<file path="src/rtl/dsl_pkg.sv">
// Purpose: Shared constants and types of the strap and lane configuration block
// Assumes: 250 MHz system clock, byte addresses on the register bus
// Notes:   Strap levels are 3-bit codes, code 0 is level 1 and code 7 is level 8
package dsl_pkg;
	// ==========================================================
	// Timing
	localparam int CLK_PERIOD_NS    = 4;
	localparam int STRAP_SETTLE_NS  = 64;
	localparam int STRAP_SETTLE_CYC = (STRAP_SETTLE_NS + CLK_PERIOD_NS - 1) / CLK_PERIOD_NS;
	localparam int LANE_STABLE_NS   = 40;
	localparam int LANE_STABLE_CYC  = (LANE_STABLE_NS + CLK_PERIOD_NS - 1) / CLK_PERIOD_NS;

	// ==========================================================
	// Register map
	localparam logic [7:0] ADR_STRAP_CFG = 8'h00;
	localparam logic [7:0] ADR_STATUS    = 8'h04;
	localparam logic [7:0] ADR_LANE_OVR  = 8'h34;
	localparam logic [5:0] STRAP_CFG_RST = 6'h00;
	localparam logic [7:0] LANE_OVR_RST  = 8'h00;

	// ==========================================================
	// Field positions
	localparam int CFG_MAP_BIT   = 0;
	localparam int CFG_OLC_LSB   = 1;
	localparam int CFG_RPT_BIT   = 3;
	localparam int CFG_MODE_LSB  = 4;
	localparam int OVR_LANE_LSB  = 3;
	localparam int LVL_GROUP_BIT = 2;

	// ==========================================================
	// Encodings
	typedef enum logic [1:0] {
		DSL_OUT_DUAL   = 2'b00,
		DSL_OUT_SWAP   = 2'b01,
		DSL_OUT_SINGLE = 2'b10,
		DSL_OUT_REPL   = 2'b11
	} dsl_out_e;

	typedef enum logic [1:0] {
		DSL_LN_TWO        = 2'b00,
		DSL_LN_ONE        = 2'b01,
		DSL_LN_ONE_SINGLE = 2'b10,
		DSL_LN_TWO_SINGLE = 2'b11
	} dsl_lane_e;

	typedef enum logic [1:0] {
		DSL_SMP_SETTLE = 2'b00,
		DSL_SMP_HOLD   = 2'b01
	} dsl_smp_e;
endpackage

</file>
<file path="src/rtl/dsl_strap_lane_cfg.sv">
// Purpose: Strap decode, lane mode selection and register file of the deserializer
// Assumes: Classic Wishbone slave, 32-bit data, byte addresses, one wait state
// Notes:   Outputs are registered copies of the settings listed below
// Overview of operation
// - Each strap input decodes to one of eight levels, each a fixed setting set.
// - Low strap levels 1-4 map select 0, 5-8 give 1; output config steps 00..11.
// - Output config 00 dual, 01 dual swapped, 10 single, 11 replicate.
// - High strap levels 1-4 repeater 0, 5-8 give 1; mode field steps 00..11.
// - Mode 00 5M pair, 01 5M coax, 10 20M pair, 11 20M coax.
// - Map select 0 puts least significant colour bits on D3 and D7.
// - Without override, receiver follows detected one-lane or two-lane link.
// - Writing override register bits 4:3 fixes the input lane configuration.
// - Only seven lane and display pairings; no replicate on one lane.
// - Override value 10 gives one-lane input with single-link display output.
// - Decoded straps latch into configuration registers, readable and writable.
`timescale 1ns/1ns
module dsl_strap_lane_cfg
	import dsl_pkg::*;
(
	input  wire logic        clk_sys,
	input  wire logic        sys_rst,
	input  wire logic [2:0]  strap_select_low,
	input  wire logic [2:0]  strap_select_high,
	input  wire logic        lane_active_pin,
	input  wire logic        wb_cyc_i,
	input  wire logic        wb_stb_i,
	input  wire logic        wb_we_i,
	input  wire logic [7:0]  wb_adr_i,
	input  wire logic [3:0]  wb_sel_i,
	input  wire logic [31:0] wb_dat_i,
	output logic      [31:0] wb_dat_o,
	output logic             wb_ack_o,
	output logic             bit_map_select,
	output logic             lsb_on_d3_d7,
	output logic             disp_dual,
	output logic             disp_swap,
	output logic             disp_replicate,
	output logic             repeater_en,
	output logic             back_channel_fast,
	output logic             cable_coax,
	output logic             rx_two_lane,
	output logic             config_valid
);
	// ==========================================================
	// State
	typedef struct packed {
		logic        ack;
		logic [31:0] rdata;
		logic [5:0]  cfg;
		logic [7:0]  ovr;
		logic        ovr_on;
		logic        lo_ok;
		logic        hi_ok;
		logic        map;
		logic        lsb;
		logic        dual;
		logic        swap;
		logic        repl;
		logic        rpt;
		logic        fast;
		logic        coax;
		logic        two;
		logic        valid;
	} dsl_top_s;

	dsl_top_s    st;
	dsl_top_s    nx;
	logic [2:0]  lo_lvl;
	logic [2:0]  hi_lvl;
	logic        lo_pulse;
	logic        hi_pulse;
	logic        det_two;
	logic        req;
	logic        hit_cfg;
	logic        hit_sts;
	logic        hit_ovr;
	logic        two_eff;
	logic        one_single;
	dsl_out_e    olc;
	dsl_out_e    olc_eff;
	dsl_lane_e   lane;
	logic [7:0]  status;

	// ==========================================================
	// Strap capture and lane detection
	dsl_strap_sample u_strap_low (
		.clk_sys    (clk_sys),
		.sys_rst    (sys_rst),
		.level_pin  (strap_select_low),
		.level      (lo_lvl),
		.load_pulse (lo_pulse)
	);

	dsl_strap_sample u_strap_high (
		.clk_sys    (clk_sys),
		.sys_rst    (sys_rst),
		.level_pin  (strap_select_high),
		.level      (hi_lvl),
		.load_pulse (hi_pulse)
	);

	dsl_lane_detect u_lane_det (
		.clk_sys         (clk_sys),
		.sys_rst         (sys_rst),
		.lane_active_pin (lane_active_pin),
		.two_lane        (det_two)
	);

	// ==========================================================
	// Next state
	always_comb
	begin
		nx      = st;
		nx.ack  = 1'b0;
		req     = wb_cyc_i && wb_stb_i && !st.ack;
		hit_cfg = 1'b0;
		hit_sts = 1'b0;
		hit_ovr = 1'b0;
		status  = {st.ovr_on, st.repl, st.swap, st.dual, st.two, det_two,
			st.hi_ok, st.lo_ok};
		if (wb_adr_i[7:2] == ADR_STRAP_CFG[7:2])
			hit_cfg = 1'b1;
		else if (wb_adr_i[7:2] == ADR_STATUS[7:2])
			hit_sts = 1'b1;
		else if (wb_adr_i[7:2] == ADR_LANE_OVR[7:2])
			hit_ovr = 1'b1;
		if (req)
		begin
			nx.ack   = 1'b1;
			nx.rdata = 32'h0000_0000;
			if (hit_cfg)
				nx.rdata = {26'h0, st.cfg};
			else if (hit_sts)
				nx.rdata = {24'h0, status};
			else if (hit_ovr)
				nx.rdata = {24'h0, st.ovr};
			if (wb_we_i && wb_sel_i[0])
			begin
				if (hit_cfg)
					nx.cfg = wb_dat_i[5:0];
				else if (hit_ovr)
				begin
					nx.ovr    = wb_dat_i[7:0];
					nx.ovr_on = 1'b1;
				end
			end
		end
		if (lo_pulse)
		begin
			nx.cfg[CFG_MAP_BIT] = lo_lvl[LVL_GROUP_BIT];
			nx.cfg[CFG_OLC_LSB +: 2] = lo_lvl[1:0];
			nx.lo_ok = 1'b1;
		end
		if (hi_pulse)
		begin
			nx.cfg[CFG_RPT_BIT] = hi_lvl[LVL_GROUP_BIT];
			nx.cfg[CFG_MODE_LSB +: 2] = hi_lvl[1:0];
			nx.hi_ok = 1'b1;
		end

		// Effective lane and display pairing
		olc  = dsl_out_e'(nx.cfg[CFG_OLC_LSB +: 2]);
		lane = dsl_lane_e'(nx.ovr[OVR_LANE_LSB +: 2]);
		if (!nx.ovr_on)
		begin
			two_eff    = det_two;
			one_single = 1'b0;
		end
		else
		begin
			two_eff    = (lane == DSL_LN_TWO) || (lane == DSL_LN_TWO_SINGLE);
			one_single = (lane == DSL_LN_ONE_SINGLE) || (lane == DSL_LN_TWO_SINGLE);
		end
		if (one_single)
			olc_eff = DSL_OUT_SINGLE;
		else if (!two_eff && olc == DSL_OUT_REPL)
			olc_eff = DSL_OUT_SINGLE;
		else
			olc_eff = olc;
		nx.two  = two_eff;
		nx.dual = (olc_eff == DSL_OUT_DUAL) || (olc_eff == DSL_OUT_SWAP);
		nx.swap = olc_eff == DSL_OUT_SWAP;
		nx.repl = olc_eff == DSL_OUT_REPL;
		nx.map  = nx.cfg[CFG_MAP_BIT];
		nx.lsb  = !nx.cfg[CFG_MAP_BIT];
		nx.rpt  = nx.cfg[CFG_RPT_BIT];
		nx.fast = nx.cfg[CFG_MODE_LSB + 1];
		nx.coax = nx.cfg[CFG_MODE_LSB];
		nx.valid = nx.lo_ok && nx.hi_ok;
	end

	// ==========================================================
	// Registers
	always_ff @(posedge clk_sys)
		if (sys_rst)
		begin
			st     <= '0;
			st.cfg <= STRAP_CFG_RST;
			st.ovr <= LANE_OVR_RST;
			st.lsb <= !STRAP_CFG_RST[CFG_MAP_BIT];
		end
		else
			st <= nx;

	assign wb_dat_o          = st.rdata;
	assign wb_ack_o          = st.ack;
	assign bit_map_select    = st.map;
	assign lsb_on_d3_d7      = st.lsb;
	assign disp_dual         = st.dual;
	assign disp_swap         = st.swap;
	assign disp_replicate    = st.repl;
	assign repeater_en       = st.rpt;
	assign back_channel_fast = st.fast;
	assign cable_coax        = st.coax;
	assign rx_two_lane       = st.two;
	assign config_valid      = st.valid;
endmodule // dsl_strap_lane_cfg

</file>
<file path="src/rtl/dsl_strap_sample.sv">
// Purpose: Synchronise one strap level code and capture it once after reset
// Assumes: Strap pins are static while the part runs
// Notes:   Level is held until the next reset
`timescale 1ns/1ns
module dsl_strap_sample
	import dsl_pkg::*;
(
	input  wire logic       clk_sys,
	input  wire logic       sys_rst,
	input  wire logic [2:0] level_pin,
	output logic      [2:0] level,
	output logic            load_pulse
);
	typedef struct packed {
		logic [2:0] s1;
		logic [2:0] s2;
		logic [7:0] cnt;
		dsl_smp_e   state;
		logic [2:0] level;
		logic       load;
	} dsl_smp_s;

	dsl_smp_s st;
	dsl_smp_s nx;

	always_comb
	begin
		nx      = st;
		nx.s1   = level_pin;
		nx.s2   = st.s1;
		nx.load = 1'b0;
		case (st.state)
			DSL_SMP_SETTLE:
			begin
				if (st.cnt == 8'(STRAP_SETTLE_CYC - 1))
				begin
					nx.level = st.s2;
					nx.load  = 1'b1;
					nx.state = DSL_SMP_HOLD;
				end
				else
					nx.cnt = st.cnt + 8'h01;
			end
			default: nx.state = DSL_SMP_HOLD;
		endcase
	end

	always_ff @(posedge clk_sys)
		if (sys_rst)
			st <= '0;
		else
			st <= nx;

	assign level      = st.level;
	assign load_pulse = st.load;
endmodule // dsl_strap_sample

</file>
<file path="src/rtl/dsl_lane_detect.sv">
// Purpose: Detect one-lane or two-lane activity on the incoming serial link
// Assumes: Second-lane activity indication arrives asynchronously
// Notes:   Change is taken only after it stays stable for a settle time
`timescale 1ns/1ns
module dsl_lane_detect
	import dsl_pkg::*;
(
	input  wire logic clk_sys,
	input  wire logic sys_rst,
	input  wire logic lane_active_pin,
	output logic      two_lane
);
	typedef struct packed {
		logic       s1;
		logic       s2;
		logic [3:0] cnt;
		logic       two;
	} dsl_det_s;

	dsl_det_s st;
	dsl_det_s nx;

	always_comb
	begin
		nx    = st;
		nx.s1 = lane_active_pin;
		nx.s2 = st.s1;
		if (st.s2 == st.two)
			nx.cnt = 4'h0;
		else if (st.cnt == 4'(LANE_STABLE_CYC - 1))
		begin
			nx.two = st.s2;
			nx.cnt = 4'h0;
		end
		else
			nx.cnt = st.cnt + 4'h1;
	end

	always_ff @(posedge clk_sys)
		if (sys_rst)
			st <= '0;
		else
			st <= nx;

	assign two_lane = st.two;
endmodule // dsl_lane_detect

</file>
<file path="config.mk">
export PLATFORM = sky130hd
export DESIGN_NAME = dsl_strap_lane_cfg
export DESIGN_NICKNAME = d
export VERILOG_FILES = /design/src/rtl/dsl_pkg.sv /design/src/rtl/dsl_strap_lane_cfg.sv /design/src/rtl/dsl_strap_sample.sv /design/src/rtl/dsl_lane_detect.sv
export SDC_FILE = /design/constraint.sdc
export NUM_CORES = 1
export LEC_CHECK = 0
export BUFFER_PORTS_ARGS = -buffer_cell sky130_fd_sc_hd__buf_2
export CAP_MARGIN = 20
export CORE_ASPECT_RATIO = 2
export CORE_MARGIN = 1.5
export CORE_UTILIZATION = 33
export CTS_BUF_LIST = sky130_fd_sc_hd__clkbuf_4
export DETAILED_ROUTE_END_ITERATION = 10
export HOLD_SLACK_MARGIN = 0.1
export SETUP_SLACK_MARGIN = 0.3
export SLEW_MARGIN = 15
export SYNTH_ARGS = -nofsm -noshare
export SYNTH_HDL_FRONTEND = slang
export SYNTH_SLANG_ARGS = --single-unit
</file>
<file path="constraint.sdc">
create_clock -name clk_sys -period 2.2 [get_ports clk_sys]
set_input_delay 0.44 -clock clk_sys [delete_from_list [all_inputs] [get_ports clk_sys]]
set_output_delay 0.44 -clock clk_sys [all_outputs]
set_load 0.03 [all_outputs]
</file>
==> flow_metrics.env <==
export IMPL_crit_buf_inv=0
export IMPL_cts_tree="yes"
export IMPL_min_delay_path_class="in2reg"
export IMPL_synth_seq_cells=77
export IMPL_layout_drive_gt1_share_pct=20.8
export IMPL_hold_end="u_strap_high.nx[14]"
export IMPL_final_common_cell="dfxtp_1"
export IMPL_first_pass_iters=4
export IMPL_cts_root_buffer="clkbuf_4"
export IMPL_wl_um=5820
export IMPL_num_rows=50
export IMPL_grt_overflow=0
export IMPL_grt_usage_pct=11.8
export IMPL_clk_path_buf_depth=2
export IMPL_arrival_ns=2.04
export IMPL_cap_violations=0
export IMPL_port_buffers=45
export IMPL_crit_fanout=6
export IMPL_multi_input_area_um2=1430
export IMPL_fin_crit_ns=1.74
export IMPL_antenna_left=0
export IMPL_cp_slowest_stage_delay_ns=0.40
export IMPL_critical_path_top_delay_family="simple AND/OR/NAND/NOR gates"
export IMPL_rr_endpoint="u_strap_low.st[9]"
export IMPL_cellLeakagePower_uw=0.00146
export IMPL_synth_enable_flop_cells=0
export IMPL_finClkSkew_ns=0.0145
export IMPL_syn_area_um2=3190
export IMPL_mostFrequentLayoutCells="dfxtp_1, nor2_1, buf_2"
export IMPL_chipHeight_um=142
export IMPL_dr_total_vias=2262
export IMPL_synthCells=334
export IMPL_setup_viol=0
export IMPL_hpwl_um=4450
export IMPL_seq_area_um2=1540
export IMPL_synthToLayoutAreaGrowth_pct=11.5
export IMPL_critical_path_slowest_cell="a21oi_1"
export IMPL_vias_per_cell=4.66
export IMPL_antenna_found_initial=1
export IMPL_htreeDepth=3
export IMPL_critPathKind="reg2reg"
export IMPL_slew_viol_final=0
export IMPL_syn_area_per_cell_um2=9.56
export IMPL_grt_setup_unrepaired="no"
export IMPL_fin_crit_sh_pct=79.0
export IMPL_grt_start_max_net_pins=26
export IMPL_synthDistinctLibCells=43
export IMPL_outcome="complete, no violations"
export IMPL_grt_pass1_wl_um=9450
export IMPL_dieWidth_um=72.6
export IMPL_hold_violations=0
export IMPL_start_util_pct=34.0
export IMPL_gp_congestion=0.818
export IMPL_clock_sinks=77
export IMPL_worstPathCellList="ha_1 -> and3_1 -> a21oi_1 -> and4_1 -> xnor2_1 -> nor2_1"
export IMPL_grt_pass1_vias=2159
export IMPL_dieArea_um2=10300
export IMPL_rr_startpoint="u_strap_low.st[6]"
export IMPL_worstHoldPathCells=2
export IMPL_critical_path_required_ns=2.50
export IMPL_core_um2=9380
export IMPL_setup_worst_path_end_class="flip-flop"
export IMPL_finalPower_uw=2580
export IMPL_power_density_nw_per_um2=724
export IMPL_async_flop_share_pct=0
export IMPL_fmax_mhz=575
export IMPL_hold_path_startpoint="strap_select_high[0]"
export IMPL_ff2ff_setup_slack_ns=0.46
export IMPL_clk_latency_ns=0.41
export IMPL_cts_buffers=9
export IMPL_drtIter0Drc=124
export IMPL_yosysSeqAreaShare_pct=48.3
export IMPL_worstRegToRegCells=6
export IMPL_synth_ff_type="dfxtp_1"
export IMPL_ir_worst_vdd_v=0.000249
export IMPL_pin_count=99
export IMPL_fill_cells=978
export IMPL_finalNetCount=435
export IMPL_fin_setup_tns_ns=0
export IMPL_post_route_drc_count=0
export IMPL_start_kind="flip-flop"
export IMPL_yosysWarnings=0
export IMPL_wl_per_cell_um=12.0
export IMPL_path_clk_slew_ns=0.11
report_power, final:
group / internal, uW / switching [uW] / total (uW) / leakage, uW
Combinational: 58.4 / 138 / 197 / 0.000755
Clock: 472 / 467 / 939 / 0.0000803
Sequential: 1420 / 18.0 / 1440 / 0.000626
metal layers:
layer | global-route usage, % | up-vias | wire [um]
li1 | - | 1151 | -
met3 | 2.48 | 16 | 229
met4 | 8.44 | 0 | 199
met5 | 0 | - | 0
met2 | 21.9 | 72 | 3170
met1 | 11.0 | 1023 | 2220
Yosys cell counts (3+ instances only):
cell	count	area share [%]
nor2_1	58	6.8
nor2b_1	15	2.9
nand3_1	7	1.1
buf_4	33	7.8
dfxtp_1	77	48
xnor2_1	8	2.2
ha_1	4	1.6
nor3_1	5	0.78
xor2_1	11	3.0
a311oi_1	6	1.6
mux2_1	3	1.1
and2_1	3	0.59
inv_1	4	0.47
nand2_1	20	2.4
mux2i_1	21	6.6
clkbuf_1	10	1.2
nand4_1	3	0.59
a21oi_1	7	1.1
a32oi_1	6	1.6
cell type report:
class / count / share of cell area (%)
clock buffers: 10 / 2.11
repair buffers: 52 / 7.80
diodes: 1 / 0.0702
clock inverters: 6 / 2.46
multi-input cells: 231 / 40.2
well taps: 104 / 3.65
flip-flops and latches: 77 / 43.3
inverters: 4 / 0.421
what timing repair did:
item,4_1_cts,5_1_grt
gates resized for setup,0,1
setup buffers,0,0
hold buffers,0,0
endpoints found under the setup margin,0,4
state kept, by name (all words and copies together), names as in the netlist, 3 cells and up:
register            flops
wb_dat_o                8
u_strap_high.level      3
st                     17
u_strap_low.nx          3
u_strap_high.st        12
u_strap_high.nx         3
u_lane_det.st           5
u_strap_low.level       3
u_strap_low.st         12
cell families after synthesis:
kind of cell,synth area share [%]
adders and majority gates,1.57
xor gates and xnor gates,5.21
muxes,7.99
AOI/OAI and AO/OA,6.46
other,0.117
DFF,48.3
buffers and inverters,9.71
and+or+nand+nor,20.7
worst max path at each step:
| stage | slack [ns] | to | depth (start not counted) | start |
|---|---|---|---|---|
| after global placement | 0.17 | disp_swap | 6 | wb_adr_i[7] |
| after CTS | 0.38 | u_strap_high.st[9] | 6 | u_strap_high.st[6] |
| after global routing | 0.34 | u_strap_low.st[9] | 6 | u_strap_low.st[6] |
| after floorplan | 0.51 | disp_replicate | 6 | wb_ack_o |
| final | 0.46 | u_strap_low.st[9] | 6 | u_strap_low.st[6] |
| after detailed placement | 0.17 | disp_replicate | 6 | wb_adr_i[7] |
per-stage QoR:
step                cells  util (%)  area [um2]  hold slack [ns]  setup WS (ns)
global route          485      38.0        3560            0.193          0.345
CTS                   484      37.9        3560            0.204          0.378
finish                485      38.0        3560            0.240          0.461
global placement      468      36.2        3390            0.425          0.174
floorplan             357         -        3280            0.414          0.508
detailed placement    468      36.2        3390            0.424          0.166
(Power assumes the default switching activity.)
